<file path="config.mk">
export PLATFORM = sky130hd
export DESIGN_NAME = cis_input_select
export DESIGN_NICKNAME = d
export VERILOG_FILES = /design/src/pkg/cis_pkg.sv /design/src/verilog/cis_input_select.sv /design/src/verilog/cis_source_decoder.sv
export SDC_FILE = /design/constraint.sdc
export NUM_CORES = 1
export LEC_CHECK = 0
export ABC_AREA = 1
export BUFFER_PORTS_ARGS = -buffer_cell sky130_fd_sc_hd__buf_2
export CORE_MARGIN = 2
export CORE_UTILIZATION = 33
export DETAILED_ROUTE_END_ITERATION = 16
export PLACE_DENSITY = 0.74
export SETUP_SLACK_MARGIN = 0.2
export SYNTH_ARGS = -nofsm -noshare
export SYNTH_HDL_FRONTEND = slang
export SYNTH_SLANG_ARGS = --single-unit
</file>
<file path="constraint.sdc">
create_clock -name clock -period 1 [get_ports clock]
set_input_delay 0.15 -clock clock [delete_from_list [all_inputs] [get_ports clock]]
set_output_delay 0.15 -clock clock [all_outputs]
set_load 0.01 [all_outputs]
</file>
<file path="src/pkg/cis_pkg.sv">
package cis_pkg;
  localparam int          CIS_ADDR_W     = 8;
  localparam int          CIS_DATA_W     = 8;
  localparam int          CIS_CODE_W     = 4;
  localparam int          CIS_SRC_N      = 16;
  localparam logic [7:0]  CIS_SFR_PAGE   = 8'h00;
  localparam logic [7:0]  CIS_SFR_ADDR   = 8'h9E;
  localparam logic [7:0]  CIS_RESET      = 8'hFF;
  localparam logic [7:0]  CIS_RDATA_IDLE = 8'h00;
  localparam int          CIS_NEG_HI     = 7;
  localparam int          CIS_NEG_LO     = 4;
  localparam int          CIS_POS_HI     = 3;
  localparam int          CIS_POS_LO     = 0;
  localparam logic [3:0]  CIS_CODE_TOUCH = 4'hC;
  localparam logic [3:0]  CIS_CODE_HALF  = 4'hD;
  localparam logic [3:0]  CIS_CODE_NEG_RSVD = 4'hB;
  localparam logic [15:0] CIS_NO_MASK    = 16'h0000;
  localparam logic [15:0] CIS_NEG_MASK   = 16'h0800;
  localparam logic [15:0] CIS_SEL_NONE   = 16'h0000;
  localparam logic [15:0] CIS_SEL_ONE    = 16'h0001;

  function automatic logic [15:0] cis_onehot(input logic [3:0] code);
    cis_onehot = CIS_SEL_ONE << code;
  endfunction
endpackage

</file>
<file path="src/verilog/cis_input_select.sv">
`timescale 1ns/10ps
// Overview of operation
// RQ1 - bits 7:4 select negative input source
// RQ2 - bits 3:0 select positive input source
// RQ3 - register at page 0x0, address 0x9E
// RQ4 - code 1100 selects touch-sense reference
// RQ5 - code 1101 selects supply divided by two
// RQ6 - reset value all ones in both fields
module cis_input_select
  import cis_pkg::*;
(
  input  wire logic                  clock,
  input  wire logic                  nrst,
  input  wire logic [CIS_ADDR_W-1:0] sfr_page,
  input  wire logic [CIS_ADDR_W-1:0] sfr_addr,
  input  wire logic                  sfr_wr,
  input  wire logic                  sfr_rd,
  input  wire logic [CIS_DATA_W-1:0] sfr_wdata,
  output logic      [CIS_DATA_W-1:0] sfr_rdata,
  output logic      [CIS_CODE_W-1:0] negative_source_code,
  output logic      [CIS_CODE_W-1:0] positive_source_code,
  output logic      [CIS_SRC_N-1:0]  negative_source_select,
  output logic      [CIS_SRC_N-1:0]  positive_source_select,
  output logic                       negative_touch_ref,
  output logic                       positive_touch_ref,
  output logic                       negative_half_supply,
  output logic                       positive_half_supply
);
  logic                  hit;
  logic [CIS_DATA_W-1:0] comparator1_input_select;

  assign hit = (sfr_page == CIS_SFR_PAGE) && (sfr_addr == CIS_SFR_ADDR); // [RQ3]

  always_ff @(posedge clock or negedge nrst) begin
    if (!nrst) begin
      comparator1_input_select <= CIS_RESET; // [RQ6]
    end else if (sfr_wr && hit) begin
      comparator1_input_select <= sfr_wdata; // [RQ3]
    end
  end

  always_ff @(posedge clock or negedge nrst) begin
    if (!nrst) begin
      sfr_rdata <= CIS_RDATA_IDLE;
    end else if (sfr_rd && hit) begin
      sfr_rdata <= comparator1_input_select; // [RQ3]
    end else begin
      sfr_rdata <= CIS_RDATA_IDLE;
    end
  end

  assign negative_source_code = comparator1_input_select[CIS_NEG_HI:CIS_NEG_LO]; // [RQ1]
  assign positive_source_code = comparator1_input_select[CIS_POS_HI:CIS_POS_LO]; // [RQ2]

  cis_source_decoder #(
    .RESERVED_MASK (CIS_NEG_MASK)
  ) u_negative (
    .clock              (clock),
    .nrst               (nrst),
    .code               (negative_source_code),
    .source_select      (negative_source_select),
    .touch_ref_select   (negative_touch_ref),
    .half_supply_select (negative_half_supply)
  );

  // positive side reset code 1111 decodes from the same all-ones reset value
  cis_source_decoder #(
    .RESERVED_MASK (CIS_NO_MASK)
  ) u_positive (
    .clock              (clock),
    .nrst               (nrst),
    .code               (positive_source_code),
    .source_select      (positive_source_select),
    .touch_ref_select   (positive_touch_ref),
    .half_supply_select (positive_half_supply)
  );

  a_write_stores_byte: assert property (@(posedge clock) disable iff (!nrst) // [RQ3]
    (sfr_wr && hit) |=> comparator1_input_select == $past(sfr_wdata))
    else $error("addressed write not stored");

  a_other_addr_keeps: assert property (@(posedge clock) disable iff (!nrst) // [RQ3]
    (sfr_wr && !hit) |=> $stable(comparator1_input_select))
    else $error("unaddressed write changed register");

  a_read_returns_reg: assert property (@(posedge clock) disable iff (!nrst) // [RQ3]
    (sfr_rd && hit && !sfr_wr) |=> sfr_rdata == $past(comparator1_input_select))
    else $error("read data mismatch");

  a_neg_field_drives: assert property (@(posedge clock) disable iff (!nrst) // [RQ1]
    (sfr_wr && hit && sfr_wdata[CIS_NEG_HI:CIS_NEG_LO] == CIS_CODE_TOUCH)
      |=> ##1 negative_touch_ref)
    else $error("negative field did not steer touch reference");

  a_pos_field_drives: assert property (@(posedge clock) disable iff (!nrst) // [RQ2]
    (sfr_wr && hit && sfr_wdata[CIS_POS_HI:CIS_POS_LO] == CIS_CODE_HALF)
      |=> ##1 positive_half_supply && !positive_touch_ref)
    else $error("positive field did not steer half supply");

  a_reset_all_ones: assert property (@(posedge clock) // [RQ6]
    $rose(nrst) |-> comparator1_input_select == CIS_RESET
      && positive_source_select == cis_onehot(CIS_RESET[CIS_POS_HI:CIS_POS_LO]))
    else $error("register not all ones after reset");

  a_idle_rdata: assert property (@(posedge clock) disable iff (!nrst) // [RQ3]
    !(sfr_rd && hit)
      |=> sfr_rdata == CIS_RDATA_IDLE)
    else $error("read data not idle without addressed read");

  a_page_refused: assert property (@(posedge clock) disable iff (!nrst) // [RQ3]
    (sfr_wr && sfr_page != CIS_SFR_PAGE)
      |=> $stable(comparator1_input_select))
    else $error("write on other page changed register");

  a_addr_refused: assert property (@(posedge clock) disable iff (!nrst) // [RQ3]
    (sfr_wr && sfr_addr != CIS_SFR_ADDR)
      |=> $stable(comparator1_input_select))
    else $error("write to other address changed register");

  a_hold_no_write: assert property (@(posedge clock) disable iff (!nrst) // [RQ3]
    !(sfr_wr && hit)
      |=> $stable(comparator1_input_select))
    else $error("register changed without addressed write");

  a_wr_neg_code: assert property (@(posedge clock) disable iff (!nrst) // [RQ1]
    (sfr_wr && hit)
      |=> negative_source_code == $past(sfr_wdata[CIS_NEG_HI:CIS_NEG_LO]))
    else $error("negative code not taken from upper nibble");

  a_wr_pos_code: assert property (@(posedge clock) disable iff (!nrst) // [RQ2]
    (sfr_wr && hit)
      |=> positive_source_code == $past(sfr_wdata[CIS_POS_HI:CIS_POS_LO]))
    else $error("positive code not taken from lower nibble");

  a_neg_select_map: assert property (@(posedge clock) disable iff (!nrst) // [RQ1]
    (negative_source_code != CIS_CODE_NEG_RSVD)
      |=> negative_source_select == cis_onehot($past(negative_source_code)))
    else $error("negative select does not follow code");

  a_neg_reserved_open: assert property (@(posedge clock) disable iff (!nrst) // [RQ1]
    (negative_source_code == CIS_CODE_NEG_RSVD)
      |=> negative_source_select == CIS_SEL_NONE)
    else $error("reserved negative code connected a source");

  a_pos_select_map: assert property (@(posedge clock) disable iff (!nrst) // [RQ2]
    1'b1
      |=> positive_source_select == cis_onehot($past(positive_source_code)))
    else $error("positive select does not follow code");

  a_neg_touch_on: assert property (@(posedge clock) disable iff (!nrst) // [RQ4]
    (negative_source_code == CIS_CODE_TOUCH)
      |=> negative_touch_ref)
    else $error("negative touch reference not selected");

  a_neg_touch_off: assert property (@(posedge clock) disable iff (!nrst) // [RQ4]
    (negative_source_code != CIS_CODE_TOUCH)
      |=> !negative_touch_ref)
    else $error("negative touch reference selected without code");

  a_pos_touch_on: assert property (@(posedge clock) disable iff (!nrst) // [RQ4]
    (positive_source_code == CIS_CODE_TOUCH)
      |=> positive_touch_ref)
    else $error("positive touch reference not selected");

  a_pos_touch_off: assert property (@(posedge clock) disable iff (!nrst) // [RQ4]
    (positive_source_code != CIS_CODE_TOUCH)
      |=> !positive_touch_ref)
    else $error("positive touch reference selected without code");

  a_neg_half_on: assert property (@(posedge clock) disable iff (!nrst) // [RQ5]
    (negative_source_code == CIS_CODE_HALF)
      |=> negative_half_supply)
    else $error("negative half supply not selected");

  a_neg_half_off: assert property (@(posedge clock) disable iff (!nrst) // [RQ5]
    (negative_source_code != CIS_CODE_HALF)
      |=> !negative_half_supply)
    else $error("negative half supply selected without code");

  a_pos_half_on: assert property (@(posedge clock) disable iff (!nrst) // [RQ5]
    (positive_source_code == CIS_CODE_HALF)
      |=> positive_half_supply)
    else $error("positive half supply not selected");

  a_pos_half_off: assert property (@(posedge clock) disable iff (!nrst) // [RQ5]
    (positive_source_code != CIS_CODE_HALF)
      |=> !positive_half_supply)
    else $error("positive half supply selected without code");

  a_pos_field_touch: assert property (@(posedge clock) disable iff (!nrst) // [RQ4]
    (sfr_wr && hit && sfr_wdata[CIS_POS_HI:CIS_POS_LO] == CIS_CODE_TOUCH)
      |=> ##1 positive_touch_ref && !positive_half_supply)
    else $error("positive field did not steer touch reference");

  a_neg_field_half: assert property (@(posedge clock) disable iff (!nrst) // [RQ5]
    (sfr_wr && hit && sfr_wdata[CIS_NEG_HI:CIS_NEG_LO] == CIS_CODE_HALF)
      |=> ##1 negative_half_supply && !negative_touch_ref)
    else $error("negative field did not steer half supply");

  a_touch_matches_sel: assert property (@(posedge clock) disable iff (!nrst) // [RQ4]
    negative_touch_ref == negative_source_select[CIS_CODE_TOUCH]
      && positive_touch_ref == positive_source_select[CIS_CODE_TOUCH])
    else $error("touch flag disagrees with select");

  a_half_matches_sel: assert property (@(posedge clock) disable iff (!nrst) // [RQ5]
    negative_half_supply == negative_source_select[CIS_CODE_HALF]
      && positive_half_supply == positive_source_select[CIS_CODE_HALF])
    else $error("half supply flag disagrees with select");

  a_reset_neg_side: assert property (@(posedge clock) // [RQ6]
    $rose(nrst) |-> negative_source_select == cis_onehot(CIS_RESET[CIS_NEG_HI:CIS_NEG_LO])
      && !negative_touch_ref && !negative_half_supply)
    else $error("negative side not at ground after reset");

  a_reset_codes: assert property (@(posedge clock) // [RQ6]
    $rose(nrst) |-> negative_source_code == CIS_RESET[CIS_NEG_HI:CIS_NEG_LO]
      && positive_source_code == CIS_RESET[CIS_POS_HI:CIS_POS_LO])
    else $error("codes not all ones after reset");

  a_reset_pos_flags: assert property (@(posedge clock) // [RQ6]
    $rose(nrst) |-> !positive_touch_ref && !positive_half_supply
      && sfr_rdata == CIS_RDATA_IDLE)
    else $error("positive flags or read data not idle after reset");

  a_reset_code_sel: assert property (@(posedge clock) // [RQ6]
    $rose(nrst) |-> positive_source_select == negative_source_select
      && positive_source_select == cis_onehot(CIS_RESET[CIS_POS_HI:CIS_POS_LO]))
    else $error("selects differ after reset");
endmodule // cis_input_select

</file>
<file path="src/verilog/cis_source_decoder.sv">
`timescale 1ns/10ps
module cis_source_decoder
  import cis_pkg::*;
#(
  parameter logic [15:0] RESERVED_MASK = CIS_NO_MASK
) (
  input  wire logic                  clock,
  input  wire logic                  nrst,
  input  wire logic [CIS_CODE_W-1:0] code,
  output logic      [CIS_SRC_N-1:0]  source_select,
  output logic                       touch_ref_select,
  output logic                       half_supply_select
);
  // both fields reset to the same all-ones code
  localparam logic [CIS_SRC_N-1:0] RESET_SELECT =
    CIS_SEL_ONE << CIS_RESET[CIS_NEG_HI:CIS_NEG_LO];

  logic [CIS_SRC_N-1:0] next_select;

  // reserved codes leave the input unconnected
  always_comb begin
    next_select = cis_onehot(code) & ~RESERVED_MASK;
  end

  always_ff @(posedge clock or negedge nrst) begin
    if (!nrst) begin
      source_select <= RESET_SELECT;
    end else begin
      source_select <= next_select;
    end
  end

  always_ff @(posedge clock or negedge nrst) begin
    if (!nrst) begin
      touch_ref_select   <= 1'b0;
      half_supply_select <= 1'b0;
    end else begin
      touch_ref_select   <= (code == CIS_CODE_TOUCH); // [RQ4]
      half_supply_select <= (code == CIS_CODE_HALF);  // [RQ5]
    end
  end

  a_touch_follows_code: assert property (@(posedge clock) disable iff (!nrst) // [RQ4]
    (code == CIS_CODE_TOUCH) |=> touch_ref_select && source_select[CIS_CODE_TOUCH])
    else $error("touch reference not selected one cycle after code");

  a_half_follows_code: assert property (@(posedge clock) disable iff (!nrst) // [RQ5]
    (code == CIS_CODE_HALF) |=> half_supply_select && !touch_ref_select)
    else $error("half supply not selected one cycle after code");

  a_select_onehot: assert property (@(posedge clock) disable iff (!nrst)
    $onehot0(source_select))
    else $error("more than one source selected");
endmodule // cis_source_decoder
</file>
==> results.md <==
* Tightest Hold Check Type: in -> reg
* Global placer's final weighted congestion at 0.755
* Starting density of the core at 34.7%
* Layout net count at 295
* Post-placement cell count at 315
* Total area of multi-input combinational cells at 643 um2
* Failing checks: negative setup slack
* RSZ-0062 raised after global routing: yes
* Max-cap violations at 0
* Number of global-route vias before repair at 1315
* Clock Skew at 0.00223 ns
* Cell family with the largest share of critical-path delay: flip-flops
* Post-synth top area share at 56.8%
* Total Die Area at 6080 um2
* Ordered cell list for the critical path: buf_6
* Average wire length per cell after detail routing at 12.0 um
* CP endpoint: negative_source_code[0]
* Peak fanout along the critical path at 2
* Post-Synthesis Mean Instance Area at 11.1 um2
* All-Layer GR Usage at 12.8%
* Wire length of the first global-routing pass at 6020 um
* Pre-CTS setup slack at -0.0411 ns
* Post-detailed-route DRC marker count at 0
* Final WS setup at -0.114 ns
* Maximum count of clock buffers along a single path at 2
* Vertical die dimension at 78.0 um
* Most frequently used cell type in the post-synthesis netlist: dfrtp_1
* Crit-path slowest cell: dfstp_2
* Syn Nets at 191
* Number of different library cells in the post-synthesis netlist at 16
* Number of antenna violations at the first check in global routing at 0
* Arrival time of the worst setup path at 0.96 ns
* Count of pins over their slew limit at 0
* Status: finished with violations
* Root Buffer: clkbuf_8
* P per Cell Area at 1150 nW/um2
* Gate count after technology mapping at 163
* Most numerous cell types in the synthesized netlist: 41 x dfrtp_1, 32 x nor2_1, 31 x nand2_1
* CP Launch Point: comparator1_input_select[4]$_DFFE_PN1P_
* EDFF count, synth at 0
* Portion of the post-synthesis area used by sequential elements at 71.4%
* Horizontal die dimension at 78.0 um
* Via Count at 1466
* FF/Latch Area at 1290 um2
* Worst R2R Path Depth at 4
* Setup slack, reg-to-reg at -0.09 ns
* Worst setup path class: reg -> out
* Final clock period utilization by the worst path at 111%
* Core Region at 5200 um2
* Warnings from Yosys at 0
* Combinational family with the most area after synthesis: simple AND/OR/NAND/NOR gates
* Number of cells on the critical path at 1
* Kind of start point of the critical path: flip-flop
* CTS clock-pin slew for the worst setup and hold paths at 0.09 ns
* Number of setup violations in the final report at 37
* CTS tree: built
* Primary FF master, synth: dfrtp_1
* Reg-to-Reg Start: comparator1_input_select[7]$_DFFE_PN1P_
* Number of detailed-routing iterations run before antenna repair at 4
* Max stage delay on crit path at 0.56 ns
* Fillcell total at 489
* Number of register bits inferred by synthesis at 51
* Total negative setup slack at -2.28 ns
* Compound-Gate Fraction of Synth Area at 0%
* Leading cell types by total area after synthesis: dfrtp_1 57%, dfstp_2 15%, nor2_1 6.7%, nand2_1 6.4%, nor3_1 4.7%
* Average vias per placed instance at 4.34
* Ports at 80
* Worst R2R End: u_negative.source_select[0]$_DFF_PN0_
* Total number of H-tree levels at 2
* Proportion of synthesized area in mux cells at 0%
* Xor and xnor area share after synthesis at 0%
* Congestion Overflow GR at 0
* Worst min-delay path startpoint: sfr_wdata[3]
* Detailed-placement wirelength estimate at 2760 um
* Required time of the worst setup path at 0.85 ns
* Final Hold Viols at 0
* Number of DRC markers in iteration 0 at 43
* Area overhead of the layout relative to synthesis at 59.9%
* Fraction of final layout cells with drive strength greater than 1 at 61.9%
* Clock latency on the worst-skew pair at 0.30 ns
* Simple-gate share of the synthesized area at 24.7%
* Highest Clock Rate at 898 MHz
* Clock sink count at 51
* Number of clock buffers inserted by TritonCTS at 5
* Pin count of the biggest net entering global routing at 52
* Count of buffering cells on the critical path with inverters included at 1
* IR Drop Worst-Case VDD at 0.000532 V
* Leakage dissipation at 1.49 nW
* Site Rows at 26
* Arithmetic-cell share of the synthesized area counting full adders, half adders and majority gates at 0%
* Quantity of I/O buffers inserted on ports at 78
* Final instance count without filler cells at 338
* Area of the mapped netlist at 1810 um2
* Number of antenna repair diodes at 0
* Endpoint kind of the worst setup timing path: output pin
* Antenna-violating nets left at 0
* Total wire length after detailed routing at 4070 um
* Proportion of synthesized flip-flops having asynchronous set or reset at 100%
* Crit path time final at 1.11 ns
* Dominant cell type by area after synthesis: dfrtp_1
-- sequential cells by signal (all words and copies together), names as in the netlist --
register,count
u_negative.touch_ref_select,1
u_positive.source_select,16
u_positive.half_supply_select,1
u_negative.source_select,15
u_negative.half_supply_select,1
sfr_rdata,8
u_positive.touch_ref_select,1
comparator1_input_select,8
-- routing by layer --
layer	vias to the layer above	global-route usage, %	share of wire (%)
li1	721	-	-
met1	677	16.4	41
met2	60	19.9	50
met3	8	3.60	7.0
met4	0	5.96	2.2
met5	-	0	0
-- cell type report --
| class | instances | area share [%] |
|---|---|---|
| flip-flops and latches | 51 | 44.6 |
| repair buffers | 101 | 23.7 |
| multi-input cells | 96 | 22.3 |
| inverters | 12 | 3.38 |
| well taps | 70 | 3.03 |
| clock buffers | 6 | 2.51 |
| clock inverters | 2 | 0.433 |
-- logic make-up after synthesis --
kind of cell	after synthesis
AND/OR/NAND/NOR	95
flip-flops	51
buffers and inverters	16
other	1
-- layout by cell type, fill, tap and decap left out, types with 5 or more instances in the layout --
cell type  count
buf_2         67
buf_4         11
buf_6         21
clkbuf_8       5
dfrtp_1       41
dfstp_2       10
inv_8          6
nand2_1       14
nand2_2       10
nand2_4        6
nand4_1        8
nor2_1        25
nor2_4         7
nor3_1         8
nor3_2         9
-- metrics by stage --
step,area (um2),utilization [%],hold WS [ns],power (mW)
floorplan,1890,-,-0.146,2.14
global placement,2400,46.2,0.151,2.24
detailed placement,2400,46.2,0.157,2.25
CTS,2650,50.9,0.0595,3.36
global route,2890,55.5,0.0660,3.46
finish,2890,55.5,0.0600,3.33
-- timing repair --
action / in CTS / in global routing
pin swaps: 2 / 5
endpoints found under the hold margin: 41 / 0
hold buffers: 1 / 0
gates resized for setup: 19 / 51
setup endpoints to repair: 96 / 102
gates cloned: 0 / 0
buffers inserted: 8 / 6
-- report_power, final --
| part | total [mW] | switching (mW) | internal, mW | leakage, nW |
|---|---|---|---|---|
| Clock | 1.12 | 0.632 | 0.489 | 0.0412 |
| Combinational | 0.143 | 0.0823 | 0.0611 | 0.778 |
| Sequential | 2.06 | 0.000172 | 2.06 | 0.666 |
| Total | 3.33 | 0.714 | 2.61 | 1.49 |
-- how the worst min path moves through the flow --
| stage | end | cells after the start | slack, ns |
|---|---|---|---|
| floorplan | sfr_rdata[0]$_DFF_PN0_ | 0 | -0.15 |
| CTS | comparator1_input_select[3]$_DFFE_PN1P_ | 3 | 0.06 |
| finish | comparator1_input_select[3]$_DFFE_PN1P_ | 3 | 0.06 |
| global placement | u_positive.source_select[3]$_DFF_PN0_ | 2 | 0.15 |
| detailed placement | u_positive.source_select[3]$_DFF_PN0_ | 2 | 0.16 |
| global route | comparator1_input_select[3]$_DFFE_PN1P_ | 3 | 0.07 |
(Power assumes the default switching activity.)
